### src/hdl/sram_pkg.sv
package sram_pkg;

  // ****************************************
  // Clock and timing figures
  // ****************************************
  localparam int CLK_NS = 10;
  localparam int T_RC_NS [3] = '{250, 350, 450};
  localparam int T_AA_NS [3] = '{250, 350, 450};
  localparam int T_ACS_NS = 180;
  localparam int T_AOD_NS [3] = '{130, 150, 150};
  localparam int T_WC_NS [3] = '{170, 220, 270};
  localparam int T_WP_NS [3] = '{150, 200, 250};
  localparam int T_CSSU_NS [3] = '{150, 200, 250};
  localparam int T_ASU_NS = 20;
  localparam int T_ODSU_NS = 20;
  localparam int T_PDSU_NS = 0;

  // Least times round up to whole cycles, never below one
  function automatic int ns2cyc(input int ns);
    int c;
    c = (ns + CLK_NS - 1) / CLK_NS;
    return (c < 1) ? 1 : c;
  endfunction

  function automatic int max2(input int a, input int b);
    return (a > b) ? a : b;
  endfunction

  // ****************************************
  // Cycle counts
  // ****************************************
  localparam int SYNC_LAT_CYC = 5;
  localparam int ASU_CYC = max2(ns2cyc(T_ASU_NS), ns2cyc(T_ODSU_NS));
  localparam int PDSU_CYC = ns2cyc(T_PDSU_NS);
  localparam int RC_CYC [3] = '{ns2cyc(T_RC_NS[0]), ns2cyc(T_RC_NS[1]), ns2cyc(T_RC_NS[2])};
  localparam int RD_CYC [3] = '{
    max2(max2(ns2cyc(T_AA_NS[0]), ns2cyc(T_ACS_NS)), ns2cyc(T_AOD_NS[0])) + SYNC_LAT_CYC,
    max2(max2(ns2cyc(T_AA_NS[1]), ns2cyc(T_ACS_NS)), ns2cyc(T_AOD_NS[1])) + SYNC_LAT_CYC,
    max2(max2(ns2cyc(T_AA_NS[2]), ns2cyc(T_ACS_NS)), ns2cyc(T_AOD_NS[2])) + SYNC_LAT_CYC};
  localparam int WP_CYC [3] = '{
    max2(ns2cyc(T_WP_NS[0]), ns2cyc(T_CSSU_NS[0])),
    max2(ns2cyc(T_WP_NS[1]), ns2cyc(T_CSSU_NS[1])),
    max2(ns2cyc(T_WP_NS[2]), ns2cyc(T_CSSU_NS[2]))};
  localparam int WC_CYC [3] = '{ns2cyc(T_WC_NS[0]), ns2cyc(T_WC_NS[1]), ns2cyc(T_WC_NS[2])};

  // ****************************************
  // Widths, types and reset values
  // ****************************************
  localparam int ADDR_W = 8;
  localparam int DATA_W = 4;

  typedef struct packed {
    logic [ADDR_W-1:0] addr;
    logic rw;
    logic cs1_n;
    logic cs2;
    logic output_float_control;
    logic [DATA_W-1:0] din;
    logic din_oe;
  } sram_pin_s;

  typedef struct packed {
    logic write;
    logic [ADDR_W-1:0] addr;
    logic [DATA_W-1:0] data;
  } sram_req_s;

  localparam sram_pin_s PIN_RESET = '{addr: 8'h00, rw: 1'b1, cs1_n: 1'b1, cs2: 1'b0,
                                      output_float_control: 1'b1, din: 4'h0, din_oe: 1'b0};

endpackage

### src/hdl/sram_ctrl.sv
`timescale 1ns/1ps
// Behaviour
// The memory holds 256 words of 4 bits chosen by an 8-bit address.
// With the chip selected and read/write low, the memory writes the data input value.
// With the chip selected and read/write high, the memory drives the addressed word out.
// Chip select low-active high or high-active low deselects, blocking reads and writes.
// While deselected the data outputs float.
// Output float control high floats the data outputs for a shared data bus.
// Read data is valid at most 180 ns after the chip is selected.
// Read data is valid 130 or 150 ns, by grade, after output float control falls.
// Outputs float within 100 ns of the first deselect edge or float control rising.
// Old output data stays valid at least 40 ns after an address change.
// The address is stable at least 20 ns before read/write falls for a write.
// On a shared bus float control is high at least 20 ns before write data is driven.
// The chip is selected at least 150, 200 or 250 ns by grade before the write pulse ends.
// Output float control may stay low all cycle unless inputs and outputs share a bus.
// The chip is deselected before the supply is lowered, with zero setup.
// After the supply returns, one read cycle time passes before a new access.
// Write data is taken at the trailing edge of the write pulse.
module sram_ctrl #(
  parameter int GRADE = 0,
  parameter bit COMMON_IO = 1'b0
) (
  // Clock and reset
  input wire logic clk_i,
  input wire logic reset_n_i,
  // User request
  input wire logic req_valid_i,
  input wire sram_pkg::sram_req_s req_i,
  output logic req_ready_o,
  // User response
  output logic resp_valid_o,
  output logic [sram_pkg::DATA_W-1:0] resp_data_o,
  // Power-down control
  input wire logic pd_req_i,
  output logic supply_low_o,
  // Memory pins
  output sram_pkg::sram_pin_s pins_o,
  input wire logic [sram_pkg::DATA_W-1:0] dout_i
);

  // ****************************************
  // Timing and state
  // ****************************************
  localparam int RD_N = sram_pkg::RD_CYC[GRADE];
  // select before end: pulse covers select setup
  localparam int WP_N = sram_pkg::WP_CYC[GRADE];
  localparam int REC_N = sram_pkg::max2(1, sram_pkg::WC_CYC[GRADE] - sram_pkg::ASU_CYC - WP_N);
  localparam int RC_N = sram_pkg::RC_CYC[GRADE];
  localparam int ASU_N = sram_pkg::ASU_CYC;
  localparam int PDSU_N = sram_pkg::PDSU_CYC;

  typedef enum logic [7:0] {
    ST_IDLE = 8'h01,
    ST_RD = 8'h02,
    ST_WSU = 8'h04,
    ST_WP = 8'h08,
    ST_WREC = 8'h10,
    ST_PDEN = 8'h20,
    ST_PDHOLD = 8'h40,
    ST_PDREC = 8'h80
  } sram_state_e;

  sram_state_e state_r, state_nxt;
  logic [7:0] cnt_r, cnt_nxt;
  sram_pkg::sram_req_s req_r;
  sram_pkg::sram_pin_s pins_r, pins_nxt;
  logic [sram_pkg::DATA_W-1:0] rdata;
  logic resp_r, resp_nxt;
  logic [sram_pkg::DATA_W-1:0] resp_data_r;
  logic supply_low_r, supply_low_nxt;

  wire cnt_done = (cnt_r == 8'h00);
  wire accept = (state_r == ST_IDLE) && !pd_req_i && req_valid_i;
  wire sram_pkg::sram_req_s cur = accept ? req_i : req_r;

  sram_sync3 #(.W(sram_pkg::DATA_W)) u_sync (
    .clk_i(clk_i),
    .reset_n_i(reset_n_i),
    .pin_i(dout_i),
    .val_o(rdata)
  );

  // ****************************************
  // Sequencer
  // ****************************************
  always_comb begin
    state_nxt = state_r;
    cnt_nxt = cnt_done ? 8'h00 : cnt_r - 8'h01;
    resp_nxt = 1'b0;
    case (state_r)
      ST_IDLE: begin
        if (pd_req_i) begin
          state_nxt = ST_PDEN;
          cnt_nxt = 8'(PDSU_N - 1);
        end else if (req_valid_i) begin
          state_nxt = req_i.write ? ST_WSU : ST_RD;
          cnt_nxt = req_i.write ? 8'(ASU_N - 1) : 8'(RD_N - 1);
        end
      end
      ST_RD: begin
        if (cnt_done) begin
          state_nxt = ST_IDLE;
          resp_nxt = 1'b1;
        end
      end
      ST_WSU: begin
        if (cnt_done) begin
          state_nxt = ST_WP;
          cnt_nxt = 8'(WP_N - 1);
        end
      end
      ST_WP: begin
        if (cnt_done) begin
          state_nxt = ST_WREC;
          cnt_nxt = 8'(REC_N - 1);
        end
      end
      ST_WREC: begin
        if (cnt_done) begin
          state_nxt = ST_IDLE;
        end
      end
      ST_PDEN: begin
        if (cnt_done) begin
          state_nxt = ST_PDHOLD;
        end
      end
      ST_PDHOLD: begin
        if (!pd_req_i) begin
          state_nxt = ST_PDREC;
          // recovery wait: one read cycle before ready
          cnt_nxt = 8'(RC_N - 1);
        end
      end
      ST_PDREC: begin
        if (cnt_done) begin
          state_nxt = ST_IDLE;
        end
      end
      default: begin
        state_nxt = ST_IDLE;
      end
    endcase
  end

  // ****************************************
  // Pin drive per next state
  // ****************************************
  wire sel_nxt = (state_nxt == ST_RD) || (state_nxt == ST_WSU) ||
                 (state_nxt == ST_WP) || (state_nxt == ST_WREC);
  wire wr_nxt = (state_nxt == ST_WSU) || (state_nxt == ST_WP) || (state_nxt == ST_WREC);
  // addr stable: address held from setup through recovery
  wire [sram_pkg::ADDR_W-1:0] addr_nxt = sel_nxt ? cur.addr : pins_r.addr;
  // float before data: shared bus drives data only from the pulse on
  wire oe_nxt = wr_nxt && (!COMMON_IO || (state_nxt != ST_WSU));
  // float held low: float rises only on a shared bus
  wire float_nxt = COMMON_IO && (wr_nxt || !sel_nxt);

  always_comb begin
    pins_nxt.addr = addr_nxt;
    // write strobe: read/write low only in the pulse, chip selected
    pins_nxt.rw = (state_nxt != ST_WP);
    // deselect first: select only during accesses
    pins_nxt.cs1_n = !sel_nxt;
    pins_nxt.cs2 = sel_nxt;
    pins_nxt.output_float_control = float_nxt;
    // data held: input data unchanged through the pulse end
    pins_nxt.din = wr_nxt ? cur.data : pins_r.din;
    pins_nxt.din_oe = oe_nxt;
    supply_low_nxt = (state_nxt == ST_PDHOLD);
  end

  always_ff @(posedge clk_i) begin
    if (!reset_n_i) begin
      state_r <= ST_IDLE;
      cnt_r <= 8'h00;
      pins_r <= sram_pkg::PIN_RESET;
      pins_r.output_float_control <= COMMON_IO;
      resp_r <= 1'b0;
      supply_low_r <= 1'b0;
    end else begin
      state_r <= state_nxt;
      cnt_r <= cnt_nxt;
      pins_r <= pins_nxt;
      resp_r <= resp_nxt;
      supply_low_r <= supply_low_nxt;
    end
  end

  always_ff @(posedge clk_i) begin
    if (!reset_n_i) begin
      req_r <= '0;
      resp_data_r <= 4'h0;
    end else begin
      if (accept) begin
        req_r <= req_i;
      end
      if (resp_nxt) begin
        resp_data_r <= rdata;
      end
    end
  end

  assign req_ready_o = (state_r == ST_IDLE) && !pd_req_i;
  assign resp_valid_o = resp_r;
  assign resp_data_o = resp_data_r;
  assign supply_low_o = supply_low_r;
  assign pins_o = pins_r;

  // ****************************************
  // Checks
  // ****************************************
  wire selected = !pins_r.cs1_n && pins_r.cs2;
  logic [7:0] sel_cnt_r;
  logic [7:0] up_cnt_r;

  always_ff @(posedge clk_i) begin
    if (!reset_n_i) begin
      sel_cnt_r <= 8'h00;
      up_cnt_r <= 8'hFF;
    end else begin
      sel_cnt_r <= !selected ? 8'h00 : (sel_cnt_r == 8'hFF ? 8'hFF : sel_cnt_r + 8'h01);
      up_cnt_r <= supply_low_r ? 8'h00 : (up_cnt_r == 8'hFF ? 8'hFF : up_cnt_r + 8'h01);
    end
  end
endmodule

### src/hdl/sram_sync3.sv
`timescale 1ns/1ps
module sram_sync3 #(
  parameter int W = 4
) (
  // Clock and reset
  input wire logic clk_i,
  input wire logic reset_n_i,
  // Pin side
  input wire logic [W-1:0] pin_i,
  // Filtered value
  output logic [W-1:0] val_o
);

  logic [W-1:0] s1_r;
  logic [W-1:0] s2_r;
  logic [W-1:0] s3_r;
  logic [W-1:0] val_r;
  wire agree = (s2_r == s3_r);

  always_ff @(posedge clk_i) begin
    if (!reset_n_i) begin
      s1_r <= '0;
      s2_r <= '0;
      s3_r <= '0;
      val_r <= '0;
    end else begin
      s1_r <= pin_i;
      s2_r <= s1_r;
      s3_r <= s2_r;
      if (agree) begin
        val_r <= s3_r;
      end
    end
  end

  assign val_o = val_r;

endmodule

### config.mk
export PLATFORM = sky130hd
export DESIGN_NAME = sram_ctrl
export DESIGN_NICKNAME = d
export VERILOG_FILES = /design/src/hdl/sram_pkg.sv /design/src/hdl/sram_ctrl.sv /design/src/hdl/sram_sync3.sv
export SDC_FILE = /design/constraint.sdc
export NUM_CORES = 1
export LEC_CHECK = 0
export ABC_AREA = 0
export ABC_CLOCK_PERIOD_IN_PS = 2200
export BUFFER_PORTS_ARGS = -buffer_cell sky130_fd_sc_hd__buf_2
export CAP_MARGIN = 20
export CORE_MARGIN = 1
export CORE_UTILIZATION = 45
export CTS_CLUSTER_DIAMETER = 100
export CTS_CLUSTER_SIZE = 16
export DETAILED_ROUTE_END_ITERATION = 7
export PLACE_DENSITY = 0.74
export SLEW_MARGIN = 20
export SYNTH_ARGS = -nofsm -noshare
export SYNTH_HDL_FRONTEND = slang
export SYNTH_SLANG_ARGS = --single-unit
### constraint.sdc
create_clock -name clk_i -period 2.2 [get_ports clk_i]
set_input_delay 0.11 -clock clk_i [delete_from_list [all_inputs] [get_ports clk_i]]
set_output_delay 0.11 -clock clk_i [all_outputs]
set_load 0.01 [all_outputs]
# ---- Word level (Yosys, flattened, before mapping)
# Index checks and enable logic that the tools add are counted.
dict set report totals {
  inputBits 21
  ramBits 0
  wordCells 65
  romBits 0
  register_bits 67
  mem_count 0
  output_inout_bits 24
  latch_bits 0
}
dict set report classes {
  n_eq_ne 15
  n_mul 0
  bitwise 0
  add_sub_neg 1
  n_shift 0
  mux 20
  magnitude_cmp 0
  n_reduce_logical 11
  div 0
}
# operator count
set ops {}
lappend ops {{$mux 8} 13}
lappend ops {{$pmux 8 s6} 1}
lappend ops {{$pmux 8 s4} 1}
lappend ops {{$eq 8x2->1 const B} 2}
lappend ops {{$eq 8x3->1 const B} 2}
lappend ops {{$eq 8x4->1 const B} 2}
lappend ops {{$eq 8x5->1 const B} 2}
lappend ops {{$eq 8x7->1 const B} 2}
lappend ops {{$mux 12} 1}
lappend ops {{$eq 8x1->1 const B} 1}
lappend ops {{$eq 8x6->1 const B} 1}
lappend ops {{$eq 8x8->1 const B} 1}
lappend ops {{$logic_not 8->1} 1}
lappend ops {{$ne 8x4->1 const B} 1}
lappend ops {{$sub 8x1->8 const B} 1}
lappend ops {{$logic_or 1x1->1} 5}
lappend ops {{$mux 5} 1}
lappend ops {{$eq 4x4->1} 1}
lappend ops {{$mux 3} 1}
lappend ops {{$reduce_or 3->1} 1}
lappend ops {{$logic_and 1x1->1} 2}
lappend ops {{$logic_not 1->1} 2}
lappend ops {{$mux 1} 2}

# ---- Longest topological paths before layout
dict set report logic_depth {
  ltp_word 9
  ltp_mapped 7
  mapped_depth_nobuf 7
}

# ---- Cells and area by module
# Synthesis repeated with hierarchy kept, for this count alone.
dict set report unflattened {
  cells_unflattened 296
  area_unflattened_um2 2851.5
}
# mod seq_area_each_um2 instances area_per_inst_um2 cells_per_inst
set by_module_without_submodules {}
lappend by_module_without_submodules {sram_ctrl 1001.0 1 2322.2 249}
lappend by_module_without_submodules {sram_sync3 320.3 1 529.3 47}

# ---- Worst setup path after synthesis
# OpenSTA, ideal clock, no wires.
dict set report synth_timing {
  path_type {reg-to-reg}
  startpoint {register cnt_r[2]}
  endpoint {register pins_r, in the netlist pins_o[1]}
  setup_ps 121
  t_required_ps 2079
  setup_slack_ps -58
  stages_incl_launch_ff 6
  path_buffers 1
  period_less_slack_ps 2258
  arrival_ps 2137
  path_cell_list {dfxtp_1 or4_4 or4b_4 buf_6 a31oi_4 mux2_2}
}
dict set report synth_between {
  elab_chain_len 6
  word_cells_on_any_way 11
  cone_classes {eq/ne (3); mux (5); reduce/logical (3)}
}
# item line
set synth_lines {}
lappend synth_lines {{start: declaration} sram_ctrl.sv:65} ;# logic [7:0] cnt_r, cnt_nxt;
lappend synth_lines {{start signal: assignment} sram_ctrl.sv:184} ;# cnt_r <= cnt_nxt;
lappend synth_lines {{$logic_not 8->1 *} sram_ctrl.sv:73} ;# wire cnt_done = (cnt_r == 8'h00);
lappend synth_lines {{$mux 8, on equally long branches} --}
lappend synth_lines {{$pmux 8 s6 *} sram_ctrl.sv:91} ;# case (state_r)
lappend synth_lines {{$eq 8x3->1 or $eq 8x4->1 (tied branches)} sram_ctrl.sv:152} ;# wire wr_nxt = (state_nxt == ST_WSU) || (state_nxt == ST_WP) || (state_nxt == ST_WREC);
lappend synth_lines {{$logic_or 1x1->1} sram_ctrl.sv:152}
lappend synth_lines {{$logic_or 1x1->1 *} sram_ctrl.sv:152}
lappend synth_lines {{end signal: assignment} sram_ctrl.sv:178} ;# pins_r <= sram_pkg::PIN_RESET;
lappend synth_lines {{end signal: assignment} sram_ctrl.sv:185} ;# pins_r <= pins_nxt;
lappend synth_lines {{end: declaration} sram_ctrl.sv:67} ;# sram_pkg::sram_pin_s pins_r, pins_nxt;
# Mark *: on every way between the ends. The rest lies on a longest branch, timed or not.
# A chain may end at the register's enable or synchronous reset.

# ---- Worst setup path after layout
dict set report layout_timing {
  startpoint {register cnt_r[2]}
  endpoint {register pins_r, in the netlist pins_o[4]}
}
# Same word-level chain as after synthesis.

==> flow_metrics.tcl <==
set metrics [dict create \
    synth_area_mm2 0.00272 \
    wl_met1_mm 2.43 \
    rrSetupSlack_ps -50 \
    dieArea_mm2 0.00637 \
    htreeDepth 3 \
    rsz0062_at_grt "true" \
    finClkSkew_ps 9.21 \
    syn_nets 304 \
    whs_ps 32.0 \
    fin_nets 365 \
    dr.pass1.iters 4 \
    rows 27 \
    num_antenna_cells 0 \
    drive_gt1_share_pct 27.4 \
    postSynthAreaPerCell_um2 9.69 \
    cp-start-kind "register" \
    synth_top_area_share_pct 48.5 \
    clockRootBuffer "clkbuf_8" \
    slew_violations 0 \
    post-route-period-util_pct 102 \
    finalSetupViolations 4 \
    cts_tree "done" \
    async_flop_share_pct 0 \
    synth_cell_types 51 \
    viasPerCell 5.03 \
    wl_met3_um 293 \
    dp.cells 397 \
    synth.area.top_cells "dfxtp_1, and2_1, mux2_2" \
    clk_pin_slew_ps 70 \
    leakage_nw 1.42 \
    setup_ws_ps -50.0 \
    detailed_place_hpwl_mm 3.83 \
    crit_fanout 6 \
    ys_seq_area_share_pct 48.5 \
    ys_ff_latch 66 \
    initial_core_util_pct 48.0 \
    holdCritPathClass "input port to register" \
    max_freq_mhz 444 \
    drv_cap 0 \
    violations "negative setup slack" \
    antenna_left 0 \
    fin_cells 419 \
    netlist_instances 281 \
    num_vias 2107 \
    first_iter_violations 102 \
    ys.flop_type "dfxtp_1" \
    multi_input_area_mm2 0.00134 \
    min_period_ps 2250 \
    p_per_area_mw_per_mm2 1050 \
    n_fill_cell 506 \
    routabilityCongestion 0.905 \
    fin_tns_setup_ps -168 \
    synth_top_area_cell "dfxtp_1" \
    vdd_drop_max_v 0.000831 \
    status "complete, but fails checks" \
    clk_path_buf_depth 2 \
    cp-end-kind "register" \
    critPathRequiredTime_ps 2430 \
    synth_enable_flop_cells 0 \
    ios 45 \
    dr_wl_met2_mm 2.62 \
    seq_area_mm2 0.00132 \
    die_w_um 79.8 \
    grt_antenna_before_repair 0 \
    yosysWarningCount 0 \
    wire_per_inst_um 13.0 \
    grt_pass1_vias 2004 \
    track_usage_pct 18.8 \
    utilization_pct 58.4 \
    grt_pass1_wl_mm 9.09 \
    totalWireLength_mm 5.43 \
    syn_to_final_growth_pct 21.8 \
    grt_overflow 0 \
    portBuffers 43 \
    core_mm2 0.00568 \
    cts_made_buffers 9 \
    grt_max_degree 37 \
    drcViolationCount 0 \
    clock_latency_ps 340 \
    cp.arrival_ps 2480 \
    hold_viol 0 \
    clock_sinks 66 \
    path_class "register to register" \
    dr.max_layer_used "met4" \
    die_h_um 79.8 \
]
[cells by family after synthesis]
group / share of synthesized area (%)
compound gates: 10.4
xor+xnor: 3.54
fa+ha+maj: 0.919
buf+inv: 2.85
flops: 48.5
mux: 8.27
other cells: 0.138
simple gates: 25.4
[cells in the final DEF (no fill, tap or decap), types with 2 or more instances in the layout]
master and n:
a21boi_0 11, a21boi_1 2, a21oi_1 4, a22oi_1 2, and2_1 26, buf_2 43
buf_4 15, clkbuf_8 9, clkinv_4 2, clkinvlp_4 3, dfxtp_1 65, dlygate4sd3_1 4
ha_1 2, inv_1 5, mux2_2 8, mux2_4 4, mux2i_1 9, nand2_1 33
nand2b_1 4, nand3_1 4, nand4_1 2, nor2_1 20, nor2b_1 9, nor3_1 11
nor4_1 3, o21a_1 4, o21ai_0 4, o31a_1 2, xnor2_1 8, xor2_1 3
[metal layers]
| metal | track usage [%] | vias up |
|---|---|---|
| li1 | - | 1075 |
| met1 | 21.9 | 974 |
| met2 | 31.0 | 50 |
| met3 | 7.43 | 8 |
| met4 | 6.79 | 0 |
| met5 | 0 | - |
[critical path, cell delays in order (launching register included)]
cell     delay (ps)
dfxtp_2         320
or4_4           540
or4b_4          590
a31oi_4         350
mux2_4          340
[cells in the mapped netlist, types with 2 or more instances]
cell type	count
a21boi_0	11
a21boi_1	2
a21oi_1	4
a22oi_1	2
and2_1	26
clkbuf_1	8
dfxtp_1	66
ha_1	2
inv_1	5
mux2_2	12
mux2i_1	9
nand2_1	33
nand2b_1	4
nand3_1	4
nand4_1	2
nor2_1	20
nor2b_1	9
nor3_1	11
nor4_1	3
o21a_1	4
o21ai_0	4
o31a_1	2
xnor2_1	8
xor2_1	3
[sequential cells by signal, summed over array words and instances (netlist names)]
signal and count:
pins_o 16, req_r 12, cnt_r 8, state_r 8, resp_data_o 4, u_sync.s1_r 4, u_sync.s2_r 4, u_sync.s3_r 4
u_sync.val_o 4, resp_valid_o 1, supply_low_o 1
[stage by stage]
stage          total power, W  cell area (um2)  setup WS [ps]
6_report              0.00349             3320          -50.0
2_1_floorplan         0.00227             2720           20.7
4_1_cts               0.00351             3290          -11.0
3_3_place_gp          0.00254             3070           63.5
3_5_place_dp          0.00256             3070          -13.0
5_1_grt               0.00371             3320           -112
[final timing paths]
kind         cells past startpoint        endpoint            from
min reg2reg                      1  u_sync.s2_r[1]  u_sync.s1_r[1]
min                              3       req_r[10]       req_i[10]
max reg2reg                      4       pins_o[4]        cnt_r[2]
max                              4       pins_o[4]        cnt_r[2]
[where the power goes]
part | switching (W) | internal [W] | total [W]
clock network | 0.000481 | 0.000413 | 0.000894
logic | 0.000642 | 0.000570 | 0.00121
registers | 0.0000769 | 0.00131 | 0.00139
[what timing repair did]
item / 4_1_cts / 5_1_grt
endpoints found under the setup margin: 2 / 15
hold buffers: 4 / 0
pin swaps: 0 / 2
hold endpoints to repair: 4 / 0
setup buffers: 1 / 1
gates resized for setup: 0 / 5
[area by class of cell]
type                       count  share of cell area, %
clock buffer                   9                   3.73
clock inverter                 7                   1.62
inverter                       5                  0.566
multi-input combinational    198                   40.4
sequential                    66                   39.9
tap                           72                   2.72
timing repair buffer          62                   11.1
(Power assumes the default switching activity.)
